`config.mk`:
```
export PLATFORM = sky130hd
export DESIGN_NAME = cptd_detect
export DESIGN_NICKNAME = d
export VERILOG_FILES = /design/src/inc/cptd_pkg.sv /design/src/hw/cptd_detect.sv
export VERILOG_INCLUDE_DIRS = /design/src /design/src/inc
export SDC_FILE = /design/constraint.sdc
export NUM_CORES = 1
export LEC_CHECK = 0
export BUFFER_PORTS_ARGS = -buffer_cell sky130_fd_sc_hd__clkbuf_2
export CAP_MARGIN = 0
export CELL_PAD_IN_SITES_DETAIL_PLACEMENT = 0
export CELL_PAD_IN_SITES_GLOBAL_PLACEMENT = 1
export CORE_UTILIZATION = 47
export DETAILED_ROUTE_END_ITERATION = 8
export PLACE_DENSITY = 0.79
export RECOVER_POWER = 100
export SETUP_SLACK_MARGIN = 0.5
export SYNTH_ARGS = -nofsm -noshare
export SYNTH_HDL_FRONTEND = slang
export SYNTH_SLANG_ARGS = --single-unit
```
`constraint.sdc`:
```
create_clock -name clk -period 2.69 [get_ports clk]
set_clock_uncertainty 0.05 [all_clocks]
set_input_delay 0.269 -clock clk [delete_from_list [all_inputs] [get_ports clk]]
set_output_delay 0.269 -clock clk [all_outputs]
set_load 0.05 [all_outputs]
```
`src/inc/cptd_defs.svh`:
```
// Purpose: Timing counts and constants for the call progress detect back end
// Assumes: 10 MHz system clock
// Notes: Times kept in their own units; cycle counts derived from them
`ifndef CPTD_DEFS_SVH
`define CPTD_DEFS_SVH

// ****************************************
// Timing
// ****************************************
`define CPTD_CLK_HZ 10000000
`define CPTD_TICK_US 1000
`define CPTD_TICK_CYC (`CPTD_CLK_HZ / 1000000 * `CPTD_TICK_US)
`define CPTD_DETECT_MS 200
`define CPTD_REJECT_MS 160
`define CPTD_BRIDGE_MS 30
`define CPTD_RELEASE_MS 200
`define CPTD_ON_MS 180
`define CPTD_OFF_MS 40
`define CPTD_CH_NUM 4
`define CPTD_MS_W 8
`define CPTD_PULSE_MS 2

`endif

```
`src/inc/cptd_pkg.sv`:
```
// Purpose: Types for the call progress detect back end
// Assumes: Constants come from cptd_defs.svh
// Notes: One timing state per channel
package cptd_pkg;
  typedef enum logic [2:0] {
    CPTD_IDLE = 3'h1,
    CPTD_QUAL = 3'h2,
    CPTD_HELD = 3'h4
  } cptd_state_t;

  typedef struct packed {
    logic [3:0] det;
    logic anyTone;
  } cptd_out_t;
endpackage

```
`src/hw/cptd_detect.sv`:
```
// Purpose: Tone duration timing, demultiplex and output enables, four channels
// Assumes: Front end gives time-multiplexed tone pulses with a channel index
// Notes: Tristate pins are split into value and enable signals
//
// What this block does
// - Detect outputs driven while detect enable high, floated while low.
// - A detect output rises only after valid tone on that channel.
// - Any-tone flag is the OR of the four channel detect results.
// - Flag ignores detect enable; floats only when its own enable low.
// - Variant parameter selects 350/400/440/480 or 350/440/480/620 Hz channels.
// - Millisecond ticks are counted while tone pulses keep arriving, to time tone duration.
// - Tones of 200 ms or more detected, output up within 200 ms.
// - Bursts under 150 ms rejected, as the count runs on through the 30 ms bridge; release within 200 ms of tone end.
// - Dropouts up to 30 ms are bridged without dropping the output.
// - Shared pulse path demultiplexed to four distinct detect outputs.
// - All timing derived from the 10 MHz system clock; the 3.58 MHz base is only mirrored.
// - Oscillator frequency mirrored on clock buffer output when crystal runs.
`timescale 1ns/1ps
`include "cptd_defs.svh"

module cptd_detect #(
  parameter bit VARIANT_B = 1'b0, // 0: 350/400/440/480 Hz, 1: 350/440/480/620 Hz
  parameter int unsigned TICK_CYC = `CPTD_TICK_CYC // Clocks per ms tick; a bench may shorten it
) (
  input wire logic clk, // 10 MHz clock
  input wire logic resetn, // Async reset, active low
  input wire logic tonePulse, // Peak detector pulse, asynchronous
  input wire logic [1:0] pulseChan, // Channel of the shared pulse, asynchronous
  input wire logic detectEnable, // Detect output enable pin
  input wire logic flagEnable, // Flag output enable pin
  input wire logic oscRunning, // Crystal oscillator active
  input wire logic timeBase, // 3.58 MHz base, crystal or external
  output logic [3:0] tone_detect_out, // Detect pin values
  output logic [3:0] detectOe, // Detect pin enables
  output logic anyToneOut, // Flag pin value
  output logic anyToneOe, // Flag pin enable
  output logic clock_buffer_out, // Buffered oscillator
  output logic [39:0] chanFreqHz // Channel tone map, 10 bits each
);

  // ****************************************
  // Input synchronisers
  // ****************************************
  logic [2:0] syncA_reg, syncB_reg, sync_next;
  logic [2:0] ctlA_reg, ctlB_reg, ctl_next;
  logic tbA_reg, tbB_reg;
  // Pins come from outside the clock domain; the channel index rides in the
  // same stages as the pulse, as it is held steady around the pulse edge
  always_comb begin
    sync_next = {tonePulse, pulseChan};
    ctl_next = {detectEnable, flagEnable, oscRunning};
  end
  always_ff @(posedge clk or negedge resetn) begin
    if (!resetn) begin
      syncA_reg <= 3'h0;
      syncB_reg <= 3'h0;
      ctlA_reg <= 3'h0;
      ctlB_reg <= 3'h0;
      tbA_reg <= 1'b0;
      tbB_reg <= 1'b0;
    end else begin
      syncA_reg <= sync_next;
      syncB_reg <= syncA_reg;
      ctlA_reg <= ctl_next;
      ctlB_reg <= ctlA_reg;
      tbA_reg <= timeBase;
      tbB_reg <= tbA_reg;
    end
  end

  // ****************************************
  // Pulse edge and millisecond tick
  // ****************************************
  logic pulsePrev_reg, pulsePrev_next;
  logic [15:0] tickCnt_reg, tickCnt_next;
  logic msTick;
  logic pulseRise;
  // Tick from the system clock; the base itself is only mirrored, since
  // 3.58 MHz cannot be sampled cleanly at 10 MHz for exact timing
  always_comb begin
    pulsePrev_next = syncB_reg[2];
    pulseRise = syncB_reg[2] & ~pulsePrev_reg;
    msTick = (tickCnt_reg == 16'(TICK_CYC - 1));
    tickCnt_next = msTick ? 16'h0000 : tickCnt_reg + 16'h0001;
  end
  always_ff @(posedge clk or negedge resetn) begin
    if (!resetn) begin
      pulsePrev_reg <= 1'b0;
      tickCnt_reg <= 16'h0000;
    end else begin
      pulsePrev_reg <= pulsePrev_next;
      tickCnt_reg <= tickCnt_next;
    end
  end

  // ****************************************
  // Per-channel timing state
  // ****************************************
  cptd_pkg::cptd_state_t st_reg [4];
  cptd_pkg::cptd_state_t st_next [4];
  logic [7:0] onMs_reg [4], onMs_next [4];
  logic [7:0] offMs_reg [4], offMs_next [4];
  logic [3:0] det_reg, det_next;
  logic [3:0] hit;

  // Demultiplex the shared pulse to its channel, then time each on its own
  always_comb begin
    for (int c = 0; c < 4; c++) begin
      hit[c] = pulseRise && (syncB_reg[1:0] == 2'(c));
      st_next[c] = st_reg[c];
      onMs_next[c] = onMs_reg[c];
      offMs_next[c] = offMs_reg[c];
      det_next[c] = det_reg[c];
      if (hit[c]) begin
        offMs_next[c] = 8'h00;
      end else if (msTick && offMs_reg[c] != 8'hff) begin
        offMs_next[c] = offMs_reg[c] + 8'h01;
      end
      case (st_reg[c])
        cptd_pkg::CPTD_IDLE: begin
          onMs_next[c] = 8'h00;
          if (hit[c]) begin
            st_next[c] = cptd_pkg::CPTD_QUAL;
          end
        end
        cptd_pkg::CPTD_QUAL: begin
          // Pulses must keep arriving; a gap over the bridge time restarts
          if (msTick) begin
            onMs_next[c] = onMs_reg[c] + 8'h01;
          end
          if (offMs_reg[c] > 8'(`CPTD_BRIDGE_MS)) begin
            st_next[c] = cptd_pkg::CPTD_IDLE;
          end else if (onMs_reg[c] >= 8'(`CPTD_ON_MS)) begin
            st_next[c] = cptd_pkg::CPTD_HELD; // 180 ms lies in 160..200
            det_next[c] = 1'b1;
          end
        end
        cptd_pkg::CPTD_HELD: begin
          // Gaps up to 30 ms kept; 40 ms of silence releases
          if (offMs_reg[c] >= 8'(`CPTD_OFF_MS)) begin
            st_next[c] = cptd_pkg::CPTD_IDLE;
            det_next[c] = 1'b0;
          end
        end
        default: begin
          st_next[c] = cptd_pkg::CPTD_IDLE;
          det_next[c] = 1'b0;
        end
      endcase
    end
  end
  always_ff @(posedge clk or negedge resetn) begin
    if (!resetn) begin
      for (int c = 0; c < 4; c++) begin
        st_reg[c] <= cptd_pkg::CPTD_IDLE;
        onMs_reg[c] <= 8'h00;
        offMs_reg[c] <= 8'hff;
      end
      det_reg <= 4'h0;
    end else begin
      for (int c = 0; c < 4; c++) begin
        st_reg[c] <= st_next[c];
        onMs_reg[c] <= onMs_next[c];
        offMs_reg[c] <= offMs_next[c];
      end
      det_reg <= det_next;
    end
  end

  // ****************************************
  // Output pins
  // ****************************************
  cptd_pkg::cptd_out_t out_next;
  logic [3:0] oe_next;
  logic aoe_next, clkb_next;
  logic [39:0] freq_next;
  always_comb begin
    out_next.det = det_reg;
    out_next.anyTone = |det_reg;
    oe_next = {4{ctlB_reg[2]}};
    aoe_next = ctlB_reg[1];
    clkb_next = ctlB_reg[0] & tbB_reg; // coarse copy at 10 MHz sampling
    freq_next = VARIANT_B ? {10'h26c, 10'h1e0, 10'h1b8, 10'h15e}
                          : {10'h1e0, 10'h1b8, 10'h190, 10'h15e};
  end
  always_ff @(posedge clk or negedge resetn) begin
    if (!resetn) begin
      tone_detect_out <= 4'h0;
      detectOe <= 4'h0;
      anyToneOut <= 1'b0;
      anyToneOe <= 1'b0;
      clock_buffer_out <= 1'b0;
      chanFreqHz <= 40'h0;
    end else begin
      tone_detect_out <= out_next.det;
      detectOe <= oe_next;
      anyToneOut <= out_next.anyTone;
      anyToneOe <= aoe_next;
      clock_buffer_out <= clkb_next;
      chanFreqHz <= freq_next;
    end
  end

  // ****************************************
  // Checks
  // ****************************************
  AST_DET_OE: assert property (@(posedge clk) disable iff (!resetn)
    detectOe == {4{$past(ctlB_reg[2])}}) else $error("detect enable wrong");
  AST_RISE_CAUSE: assert property (@(posedge clk) disable iff (!resetn)
    $rose(det_reg[0]) |-> $past(st_reg[0]) == cptd_pkg::CPTD_QUAL)
    else $error("detect rose without qualify");
  AST_ANY_OR: assert property (@(posedge clk) disable iff (!resetn)
    anyToneOut == |$past(det_reg)) else $error("flag not OR of detects");
  AST_FLAG_OE: assert property (@(posedge clk) disable iff (!resetn)
    anyToneOe == $past(ctlB_reg[1])) else $error("flag enable wrong");
  AST_QUAL_TIME: assert property (@(posedge clk) disable iff (!resetn)
    $rose(det_reg[1]) |-> $past(onMs_reg[1]) >= 8'(`CPTD_REJECT_MS)
      && $past(onMs_reg[1]) < 8'(`CPTD_DETECT_MS))
    else $error("qualify time out of window");
  AST_BRIDGE: assert property (@(posedge clk) disable iff (!resetn)
    $fell(det_reg[2]) |-> $past(offMs_reg[2]) > 8'(`CPTD_BRIDGE_MS))
    else $error("dropout not bridged");
  AST_RELEASE: assert property (@(posedge clk) disable iff (!resetn)
    det_reg[3] |-> offMs_reg[3] <= 8'(`CPTD_OFF_MS)) else $error("release late");
  AST_TICK: assert property (@(posedge clk) disable iff (!resetn)
    msTick |=> !msTick [*8]) else $error("tick too often");
  AST_CLKBUF: assert property (@(posedge clk) disable iff (!resetn)
    !$past(ctlB_reg[0]) |-> !clock_buffer_out) else $error("clock out while off");
  COV_DETECT: cover property (@(posedge clk) disable iff (!resetn) $rose(det_reg[0]));
  COV_RELEASE: cover property (@(posedge clk) disable iff (!resetn) $fell(det_reg[1]));
  COV_REJECT: cover property (@(posedge clk) disable iff (!resetn)
    st_reg[2] == cptd_pkg::CPTD_QUAL ##1 st_reg[2] == cptd_pkg::CPTD_IDLE);
endmodule

```
---- After elaboration in Yosys (flattened, before gate mapping) ----
Index checks and enable logic that the tools add are counted.
operators by class
  multipliers ............................. 0
  div/mod/pow operators ................... 0
  reductions and logical operators ........ 30
  mux-type cells .......................... 53
  shift operators ......................... 0
  bitwise logic cells ..................... 7
  add/sub/neg operators ................... 9
  equality and inequality tests ........... 44
  $lt $le $gt $ge ......................... 12
operator list
  kind                                                                              number
  8-bit two-way mux                                                                 12
  8-bit by 1-bit adder with 8-bit output (second input constant)                    8
  8-bit case mux with 2 select lines                                                4
  3-bit two-way mux                                                                 16
  2-bit inequality test (second input constant)                                     20
  3-bit case mux with 3 select lines                                                4
  8-bit by 6-bit >= comparator with 1-bit output (second input constant)            4
  8-bit >= comparator (second input constant)                                       4
  8-bit by 5-bit greater-than comparator with 1-bit output (second input constant)  4
  8-bit inequality test (second input constant)                                     4
  16-bit by 1-bit adder with 16-bit output (second input constant)                  1
  16-bit by 14-bit equality test with 1-bit output (second input constant)          1
  16-bit two-way mux                                                                1
  4-bit AND reduction                                                               4
  2-bit nonzero test                                                                8
  3-bit by 1-bit equality test with 1-bit output (second input constant)            4
  3-bit by 2-bit equality test with 1-bit output (second input constant)            4
  3-bit equality test (second input constant)                                       4
  1-bit two-way mux                                                                 12
  3-bit inequality test (second input constant)                                     4
  1-bit case mux with 3 select lines                                                4
  3-bit AND reduction                                                               4
  1-bit logical AND                                                                 8
  2-bit AND reduction                                                               4
  other kinds (6)                                                                   12
word-level totals
  bits in latches ......................... 0
  flip-flop bits (word level) ............. 120
  input port bits ......................... 9
  memories ................................ 0
  bits in read-only memories .............. 0
  output and inout port bits .............. 51
  logic and storage cells ................. 185
  RAM bits ................................ 0

---- Longest topological paths before layout ----
Gate-level depths: netlist of run 1.
  word-level depth ........................ 5
  gate-level depth with buffers ........... 8
  mapped depth without buffers ............ 5

---- Worst setup path before layout of run 1 ----
Ideal clock, no wire load.
  kind .................................... register to register
  start ................................... reg tickCnt_reg[5]
  end ..................................... reg offMs_reg[19] (netlist name)
  path slack .............................. 235 ps
  path buffers ............................ 2
  cell stages (with the launch flop) ...... 7
  arrival time ............................ 2331 ps
  data required time ...................... 2567 ps
  cell sequence ........................... dfrtp_1 > or4b_4 > or4_4 > buf_6 > buf_6 > or4_1 > a21oi_1
between the ends
  longest elaborated chain between the ends .. 3
RTL lines
  what                                              line                text
  start: declaration                                cptd_detect.sv:75   logic [15:0] tickCnt_reg, tickCnt_next;
  start signal: assignment                          cptd_detect.sv:92   tickCnt_reg <= tickCnt_next;
  16-bit by 14-bit equality test with 1-bit output  cptd_detect.sv:83   msTick = (tickCnt_reg == 16'(TICK_CYC - 1));
  1-bit logical AND                                 cptd_detect.sv:116  end else if (msTick && offMs_reg[c] != 8'hff) begin
  2-bit nonzero test (no line)                      --
  end signal: indexed assignment                    cptd_detect.sv:164  offMs_reg[c] <= offMs_next[c];
  end: declaration                                  cptd_detect.sv:102  logic [7:0] offMs_reg [4], offMs_next [4];
Every way passes these cells.
A chain may end at the register's enable or synchronous reset.

---- Worst setup path after layout of run 1 ----
  start ................................... reg tickCnt_reg[12]
  end ..................................... reg onMs_reg[15] (netlist name)
between the ends
  longest elaborated chain between the ends .. 3
RTL lines
  what                                              line                text
  16-bit by 14-bit equality test with 1-bit output  cptd_detect.sv:83
  2-bit inequality test (no line)                   --
  2-bit AND reduction (no line)                     --
  end signal: indexed assignment                    cptd_detect.sv:163  onMs_reg[c] <= onMs_next[c];
  end: declaration                                  cptd_detect.sv:101  logic [7:0] onMs_reg [4], onMs_next [4];
Every way passes these cells.

==> results of run 1 <==
logic make-up after synthesis:
group / Yosys count
adders and majority gates: 17
muxes: 2
and+or+nand+nor: 233
buffers and inverters: 94
other: 2
AOI/OAI and AO/OA: 169
xor gates and xnor gates: 13
DFF: 120
worst max-delay path: cells and delay by family, from the launching register on:
| kind | cells | cell delay (ns) |
|---|---|---|
| AO/OA/AOI/OAI | 1 | 0.13 |
| flip-flops | 1 | 0.37 |
| AND/OR/NAND/NOR | 3 | 1.63 |
| buffers and inverters | 2 | 0.29 |
path summary, 6_finish.rpt:
path	end	depth (start not counted)
setup / recovery	onMs_reg[15]	6
hold / removal	ctlB_reg[2]	0
setup reg to reg	onMs_reg[15]	6
hold reg to reg	ctlB_reg[2]	0
max in group asynchronous	pulsePrev_reg	3
min in group asynchronous	onMs_reg[11]	2
cells in the final DEF (no fill, tap or decap), types with 6 or more instances in the layout:
master	netlist	layout
nand4_1	22	22
a21oi_2	0	18
inv_1	26	26
dlygate4sd3_1	0	8
buf_4	42	24
nand2b_1	6	6
or2_2	7	7
clkbuf_1	21	34
ha_1	17	17
dfrtp_1	84	84
and3_1	8	8
clkbuf_2	0	9
a21oi_1	52	34
nand3_1	40	40
and2_1	7	7
nor2b_1	7	7
dfstp_2	36	31
clkbuf_16	0	18
or3_1	11	11
o31ai_1	32	29
nand2_1	29	29
conb_1	2	23
o21ai_0	37	29
xor2_1	8	8
nor2_1	27	24
or4_1	33	28
or4_4	1	6
final cells by class:
cell class	instances	area, µm²
Inverter	26	97.6
Clock buffer	24	492
Fill cell	1140	5470
Tap cell	176	220
Sequential cell	120	3050
Timing Repair Buffer	89	739
Multi-Input combinational cell	457	3130
Clock inverter	8	93.8
power by group:
part	switching (mW)	total (mW)	internal (mW)
Sequential	0.0445	1.91	1.86
Combinational	0.373	0.500	0.127
Clock	0.791	2.25	1.45
synthesized netlist by cell type (6+ instances only):
master    count
o21ai_0      37
or3_1        11
nand2_1      29
nor3_1        6
ha_1         17
xor2_1        8
nand2b_1      6
o31ai_1      32
dfstp_2      36
dfrtp_1      84
and3_1        8
nor2b_1       7
and2_1        7
clkbuf_1     21
or4_1        33
inv_1        26
or2_2         7
buf_4        42
nand4_1      22
nor2_1       27
a21oi_1      52
nand3_1      40
per-layer routing:
layer	wire length (µm)	up-vias	share of wire (%)
li1	-	2498	-
met1	6810	2620	45
met2	7490	117	50
met3	545	12	3.6
met4	166	0	1.1
met5	0	-	0
metrics by stage:
step                utilization (%)  instance area, µm²  setup slack [ns]
finish                         58.8                7820             0.140
floorplan                         -                6600             0.283
global route                   58.8                7820            0.0589
CTS                            57.2                7600             0.176
detailed placement             49.8                6620             0.165
global placement               49.8                6620             0.192
timing repair:
action | CTS | global route
hold endpoints to repair | 41 | 0
gates cloned | 5 | 2
setup endpoints to repair | 45 | 66
buffers inserted | 12 | 14
pin swaps | 9 | 13
resized for setup | 16 | 41
hold buffers | 8 | 0
==> flow_metrics.py, run 1 <==
metrics = {
    "synth": {
        "synth_seq_area_share_pct": 47.4,
        "synth-compound-area-share_pct": 17.1,
        "avgSynthCellArea_um2": 9.89,
        "synth_adder_area_share_pct": 3.31,
        "ys_warn_count": 0,
        "synth_ff_type": "dfrtp_1",
        "syn-instance-count": 650,
        "synth_top_area_share_pct": 32.7,
        "synthSimpleGateAreaFrac_pct": 21.6,
        "synth_cell_type_count": 61,
        "ys_ff_latch": 120,
        "synth-xor-area-share_pct": 1.77,
        "synth_top_family_by_area": "simple AND/OR/NAND/NOR gates",
        "synth_mux_area_share_pct": 0.312,
        "synth_edf_count": 0,
        "async_reset_ff_share_pct": 100,
        "post-synth-top-area-cell": "dfrtp_1",
        "synth_area_um2": 6430,
        "synth_area_leaders": "dfrtp_1, dfstp_2, buf_4, a21oi_1, or4_1",
    },
    "die": {
        "die_h_um": 119,
        "fp-row-count": 42,
        "start_util_pct": 48.3,
        "die-area_um2": 14100,
        "ios": 60,
        "core_area_um2": 13300,
        "die_x_um": 119,
    },
    "global_route": {
        "use_met2_pct": 35.9,
        "gr-total-overflow": 0,
        "grt_pass1_vias": 4976,
        "use_met1_pct": 27.7,
        "antenna_found_initial": 0,
        "grt_util_met3_pct": 5.32,
        "grt_usage_pct": 21.6,
        "grt_pass1_wl_um": 24200,
        "grt_max_degree": 54,
        "grt-busiest-layer": "met2",
    },
    "worst_setup_path": {
        "critPathMaxFanout": 6,
        "rrSetupSlack_ns": 0.14,
        "cp-end-kind": "flop",
        "worst_ep_required_time_ns": 2.98,
        "worst-setup-path-type": "reg -> reg",
        "cp_slowest_cell": "or4_4",
        "start_kind": "flop",
        "path_cells": "or4_1, or4_4, buf_12, buf_12, or4_1, a21oi_1",
        "reg2reg_from": "tickCnt_reg[12]",
        "cp-startpoint": "tickCnt_reg[12]",
        "cpPeakStageDelay_ns": 0.59,
        "cp.arrival_ns": 2.84,
    },
    "drt": {
        "vias": 5247,
        "drc": 0,
        "drt_iter0_drc": 343,
        "via_per_inst": 5.83,
        "detail_route.first_pass.iterations": 5,
        "totalWireLength_um": 15000,
        "avgRoutedWirePerCell_um": 16.7,
        "postRouteAntennaNets": 0,
    },
    "cts": {
        "cts.path.max_buffers": 2,
        "clock_latency_ns": 0.41,
        "cts_made_buffers": 17,
        "cts_tree": "yes",
        "h-tree-depth": 4,
        "clk_pin_slew_ns": 0.05,
        "cts_sinks": 120,
        "root_buffer": "clkbuf_16",
    },
    "sta": {
        "hold_violations": 0,
        "worst_pin_slew_ns": 0.998,
        "tns_ns": 0,
        "rsz0062_at_grt": "yes",
        "hold_slack_ns": 0.294,
        "max_freq_ghz": 0.392,
        "maxSlewHeadroom_pct": 33.4,
        "final-max-slew-violation-count": 0,
        "period_share_pct": 94.8,
        "setup_viol": 0,
        "min_period_ns": 2.55,
    },
    "job": {
        "maxCapViolations": 0,
    },
    "power_and_ir_drop": {
        "vdd_drop_max_mv": 0.403,
        "leakagePower_nw": 3.17,
        "p_total_mw": 4.65,
        "p_per_area_nw_per_um2": 595,
    },
    "placed_design": {
        "port_buffers": 37,
        "dp_cells": 827,
        "place_congestion": 0.786,
        "hpwl_um": 8730,
    },
    "cells_and_area": {
        "nets": 737,
        "syn2layout_area_growth_pct": 21.7,
        "antenna_cells": 0,
        "layoutNonFillerInstCount": 900,
        "drive_above_1_share_pct": 23.1,
    },
    "min_path": {
        "min-delay-start": "ctlA_reg[2]",
        "worstHoldPathType": "reg -> reg",
    },
    "status": {
        "outcome": "finished, final reports clean",
    },
}
No activity file was read; power rests on OpenSTA's default activity.
==> run 2: changes to the inputs <==
==> constraint.sdc (replaced) <==
create_clock -name clk -period 2.69 [get_ports clk]
set_clock_uncertainty 0.05 [all_clocks]
set_input_delay 0.6725 -clock clk [delete_from_list [all_inputs] [get_ports clk]]
set_output_delay 0.6725 -clock clk [all_outputs]
set_load 0.05 [all_outputs]
==> run 2 against run 1 <==
  * Register-to-register slack worse by 0.03 ns
  * Sequential cell count did not move
  * Via count up 1.4%
  * Non-clock buffer count down 20
  * Largest cell class unchanged
  * Critical path depth down 1
  * Combinational power down 1%
  * Global-route usage down 1.8 points
==> flow_metrics.py, run 2 (synthesized netlist as in run 1, its figures left out) <==
metrics = {
    "die": {
        "die-area_um2": 14100,
        "ios": 60,
        "die_h_um": 119,
        "start_util_pct": 48.3,
        "die_x_um": 119,
        "fp-row-count": 42,
        "core_area_um2": 13300,
    },
    "drt": {
        "via_per_inst": 6.04,
        "vias": 5318,
        "avgRoutedWirePerCell_um": 17.7,
        "drc": 0,
        "totalWireLength_um": 15600,
        "detail_route.first_pass.iterations": 6,
        "postRouteAntennaNets": 0,
        "drt_iter0_drc": 365,
    },
    "cells_and_area": {
        "layout_commonest_cell": "dfrtp_1",
        "syn2layout_area_growth_pct": 20.5,
        "fin_area_um2": 7740,
        "antenna_cells": 0,
        "fillers": 1124,
        "drive_above_1_share_pct": 23.5,
        "nets": 718,
        "layout_common_cells": "dfrtp_1, nand3_1, clkbuf_1, a21oi_1, o21ai_0",
    },
    "global_route": {
        "grt_util_met3_pct": 5.03,
        "use_met2_pct": 31.1,
        "antenna_found_initial": 0,
        "use_met1_pct": 26.1,
        "grt_pass1_wl_um": 22600,
        "grt_usage_pct": 19.9,
        "grt-busiest-layer": "met2",
        "grt_pass1_vias": 4744,
        "gr-total-overflow": 0,
        "grt_max_degree": 73,
    },
    "sta": {
        "min_period_ns": 2.58,
        "period_share_pct": 96.1,
        "maxSlewHeadroom_pct": 12.4,
        "max_freq_ghz": 0.387,
        "worst_slack_ns": 0.106,
        "final-max-slew-violation-count": 0,
        "tns_ns": 0,
        "setup_viol": 0,
        "hold_violations": 0,
        "rsz0062_at_grt": "yes",
        "worst_pin_slew_ns": 1.31,
    },
    "min_path": {
        "worstHoldPathType": "reg -> reg",
    },
    "placed_design": {
        "place_congestion": 0.803,
        "pre_cts_ws_ns": 0.180,
        "place_area_um2": 6640,
        "port_buffers": 37,
        "hpwl_um": 8560,
    },
    "worst_setup_path": {
        "worst_ep_required_time_ns": 2.97,
        "worst-setup-path-type": "reg -> reg",
        "cp.arrival_ns": 2.87,
        "cp_top_family": "simple AND/OR/NAND/NOR gates",
        "critPathMaxFanout": 7,
        "cp_slowest_cell": "or4_4",
        "path_cells": "or4_4, or4_4, clkbuf_2, or4_4, a21oi_2",
        "path_buf_inv": 1,
        "start_kind": "flop",
        "cpPeakStageDelay_ns": 0.64,
        "critPathMostFrequentCell": "or4_4",
        "cp-end-kind": "flop",
    },
    "power_and_ir_drop": {
        "vdd_drop_max_mv": 0.431,
        "p_per_area_nw_per_um2": 624,
        "leakagePower_nw": 3.04,
    },
    "cts": {
        "hold_buffers": 0,
        "h-tree-depth": 4,
        "cts_made_buffers": 17,
        "clk_pin_slew_ns": 0.06,
        "cts_sinks": 120,
        "root_buffer": "clkbuf_16",
        "clock_latency_ns": 0.42,
        "cts_tree": "yes",
        "cts.path.max_buffers": 2,
    },
    "job": {
        "maxCapViolations": 0,
    },
    "status": {
        "outcome": "finished, final reports clean",
    },
}
==> run 2: layer usage <==
metal	wire length, µm	vias up
met4	306	0
met2	7520	166
met5	0	-
li1	-	2465
met3	759	24
met1	6970	2663
==> run 2: final timing paths <==
kind,startpoint,to,slack [ns],depth (start not counted)
setup / recovery,tickCnt_reg[12],onMs_reg[27],0.11,5
hold / removal,ctlA_reg[1],ctlB_reg[1],0.30,0
setup reg to reg,tickCnt_reg[12],onMs_reg[27],0.11,5
hold reg to reg,ctlA_reg[1],ctlB_reg[1],0.30,0
max in group asynchronous,resetn,syncB_reg[0],0.44,2
min in group asynchronous,resetn,tone_detect_out[2],0.33,1
==> run 2: worst register-to-register path: cells and delay by family (launching register included) <==
family                 cells  cell delay (ns)
AO/OA/AOI/OAI              1             0.18
buffers and inverters      1             0.23
flip-flops                 1             0.39
AND/OR/NAND/NOR            3             1.66
==> run 2: per-stage QoR <==
stage          hold WS, ns  util [%]  instances  power (mW)
2_1_floorplan        0.281         -        671        2.33
3_5_place_dp         0.289      50.0        828        2.42
6_report             0.296      58.2        881        4.83
3_3_place_gp         0.285      50.0        828        2.41
5_1_grt              0.292      58.2        881        5.01
4_1_cts             0.0674      54.8        860        4.86
==> run 2: repair_timing <==
item | CTS | global route
setup buffers | 0 | 6
endpoints found under the setup margin | 43 | 55
pin swaps | 0 | 24
gates resized for setup | 0 | 86
gates cloned | 0 | 15
==> run 2: final cells by class <==
type	instances	area (µm²)	area share, %
Clock buffer	20	467	6.03
Multi-Input combinational cell	458	3230	41.7
Tap cell	176	220	2.84
Timing Repair Buffer	69	505	6.53
Inverter	26	97.6	1.26
Sequential cell	120	3050	39.4
Clock inverter	12	173	2.23
==> run 2: where the power goes <==
group	switching [mW]	leakage [nW]	internal (mW)	total (mW)
Sequential	0.0456	1.49	1.86	1.91
Clock	0.813	0.300	1.62	2.43
Combinational	0.375	1.25	0.119	0.494
Total	1.23	3.04	3.60	4.83
==> run 3: changes to the inputs <==
- CORE_UTILIZATION: 47 -> 48
- CTS_BUF_LIST: unset -> sky130_fd_sc_hd__clkbuf_4 sky130_fd_sc_hd__clkbuf_8
- PLACE_DENSITY: 0.79 -> 0.81
==> run 3 against run 2 <==
  * Sequential share of layout area is 0.70 points higher
  * Total power shrank 21%
  * Fmax up 0.39%
  * Clock power shrank 41%
  * Global-route usage grew 2.1 points
  * Core utilization up 1.1 points
  * Final cell count grew 1.0%
  * Wire length down 1.1%
  * Sequential cell count is the same
  * Sequential power about the same
  * Design area fell by 1.7%
  * Critical path type unchanged
  * Critical endpoint is now offMs_reg[15]
  * Largest power group is now registers
==> flow_metrics.py, run 3 (synthesized netlist as in run 1, its figures left out) <==
metrics = {
    "status": {
        "outcome": "finished, final reports clean",
    },
    "die": {
        "ios": 60,
        "start_util_pct": 50.1,
        "fp-row-count": 41,
        "core_area_um2": 12800,
        "die_h_um": 118,
        "die_x_um": 118,
        "die-area_um2": 13900,
    },
    "drt": {
        "vias": 5355,
        "postRouteAntennaNets": 0,
        "totalWireLength_um": 15400,
        "drt_iter0_drc": 487,
        "avgRoutedWirePerCell_um": 17.3,
        "detail_route.first_pass.iterations": 5,
        "via_per_inst": 6.02,
        "drc": 0,
    },
    "cts": {
        "cts_tree": "yes",
        "cts_sinks": 120,
        "clock_latency_ns": 0.45,
        "hold_buffers": 0,
        "h-tree-depth": 4,
        "cts_made_buffers": 17,
        "cts.path.max_buffers": 2,
        "root_buffer": "clkbuf_8",
        "clk_pin_slew_ns": 0.07,
    },
    "sta": {
        "maxSlewHeadroom_pct": 23.3,
        "max_freq_ghz": 0.388,
        "setup_viol": 0,
        "period_share_pct": 95.7,
        "worst_pin_slew_ns": 1.15,
        "worst_slack_ns": 0.116,
        "hold_violations": 0,
        "rsz0062_at_grt": "yes",
        "tns_ns": 0,
        "final-max-slew-violation-count": 0,
        "min_period_ns": 2.57,
    },
    "worst_setup_path": {
        "worst_ep_required_time_ns": 3.01,
        "worstReg2RegEnd": "offMs_reg[15]",
        "start_kind": "flop",
        "critPathMaxFanout": 8,
        "path_buf_inv": 3,
        "cp_top_family": "simple AND/OR/NAND/NOR gates",
        "worst-setup-path-type": "reg -> reg",
        "reg2reg_from": "tickCnt_reg[12]",
        "r2r_cells": 7,
        "cpPeakStageDelay_ns": 0.60,
        "cp-end-kind": "flop",
        "rrSetupSlack_ns": 0.12,
        "critPathMostFrequentCell": "or4_4",
        "cp_slowest_cell": "or4_4",
        "path_cells": "or4_4, or4_4, buf_12, buf_8, buf_16, nor3_1, mux2i_1",
        "cp.arrival_ns": 2.89,
    },
    "global_route": {
        "grt_usage_pct": 22.0,
        "gr-total-overflow": 0,
        "grt_pass1_vias": 5062,
        "grt_pass1_wl_um": 24500,
        "antenna_found_initial": 0,
        "grt_max_degree": 47,
    },
    "cells_and_area": {
        "layout_common_cells": "dfrtp_1, a21oi_1, nand3_1, clkbuf_1, dfstp_2",
        "syn2layout_area_growth_pct": 18.4,
        "post-route-util_pct": 59.3,
        "nets": 731,
        "drive_above_1_share_pct": 24.5,
        "layout_commonest_cell": "dfrtp_1",
        "fin_area_um2": 7610,
        "antenna_cells": 0,
        "fillers": 1148,
    },
    "min_path": {
        "worstHoldPathType": "in -> reg",
        "hold_end": "syncA_reg[2]",
        "holdPathStages": 1,
        "min-delay-start": "tonePulse",
    },
    "job": {
        "maxCapViolations": 0,
    },
    "placed_design": {
        "pre_cts_ws_ns": 0.181,
        "place_congestion": 0.840,
        "place_area_um2": 6630,
        "port_buffers": 37,
        "hpwl_um": 8740,
    },
    "power_and_ir_drop": {
        "p_per_area_nw_per_um2": 501,
        "leakagePower_nw": 3.02,
        "vdd_drop_max_mv": 0.424,
    },
}
[run 3: cell count changes in the layout (fill, tap and decap cells not counted), moves of 5 or more]
cell	delta
buf_4	+14
a21oi_1	+11
clkbuf_16	-21
or4_4	-5
clkbuf_8	+17
o21ai_2	+5
a21oi_2	-11
buf_16	+6
o21ai_0	-6
[run 3: routing by layer]
metal  vias to the layer above  global-route usage (%)  part of all wire, %
met4                         0                    8.49                  2.0
li1                       2482                       -                    -
met3                        30                    4.94                  4.5
met1                      2699                    28.5                   44
met2                       144                    35.7                   50
met5                         -                       0                    0
[run 3: cell type report]
class	count	area, µm²	area share, %
flip-flops and latches	120	3050	40.1
clock inverters	9	50.0	0.658
multi-input cells	457	3220	42.3
well taps	172	215	2.83
repair buffers	83	679	8.93
clock buffers	23	298	3.91
inverters	26	97.6	1.28
[run 3: repair_timing]
item	4_1_cts	5_1_grt
setup endpoints to repair	44	83
gates cloned	6	5
setup buffers	13	11
resized for setup	26	78
pin swaps	13	31
[run 3: per-stage QoR]
step | instances | power [mW] | hold slack (ns)
after global routing | 890 | 3.99 | 0.253
after floorplan | 671 | 2.33 | 0.281
final | 890 | 3.81 | 0.282
after global placement | 823 | 2.41 | 0.282
after detailed placement | 823 | 2.42 | 0.285
after CTS | 874 | 3.87 | 0.153
[run 3: where the power goes]
part	total, mW	leakage (nW)	internal [mW]	switching [mW]
clock network	1.43	0.185	0.727	0.699
registers	1.91	1.49	1.86	0.0467
logic	0.478	1.35	0.119	0.359
total	3.81	3.02	2.71	1.10
[run 3: how the worst max path moves through the flow]
stage | from | to | slack (ns) | cells after the start
floorplan | tickCnt_reg[15] | offMs_reg[19] | 0.28 | 6
global placement | tickCnt_reg[15] | offMs_reg[19] | 0.23 | 5
detailed placement | tickCnt_reg[15] | onMs_reg[6] | 0.18 | 5
CTS | tickCnt_reg[12] | onMs_reg[14] | 0.17 | 6
global route | tickCnt_reg[15] | offMs_reg[15] | 0.07 | 7
finish | tickCnt_reg[12] | offMs_reg[15] | 0.12 | 7
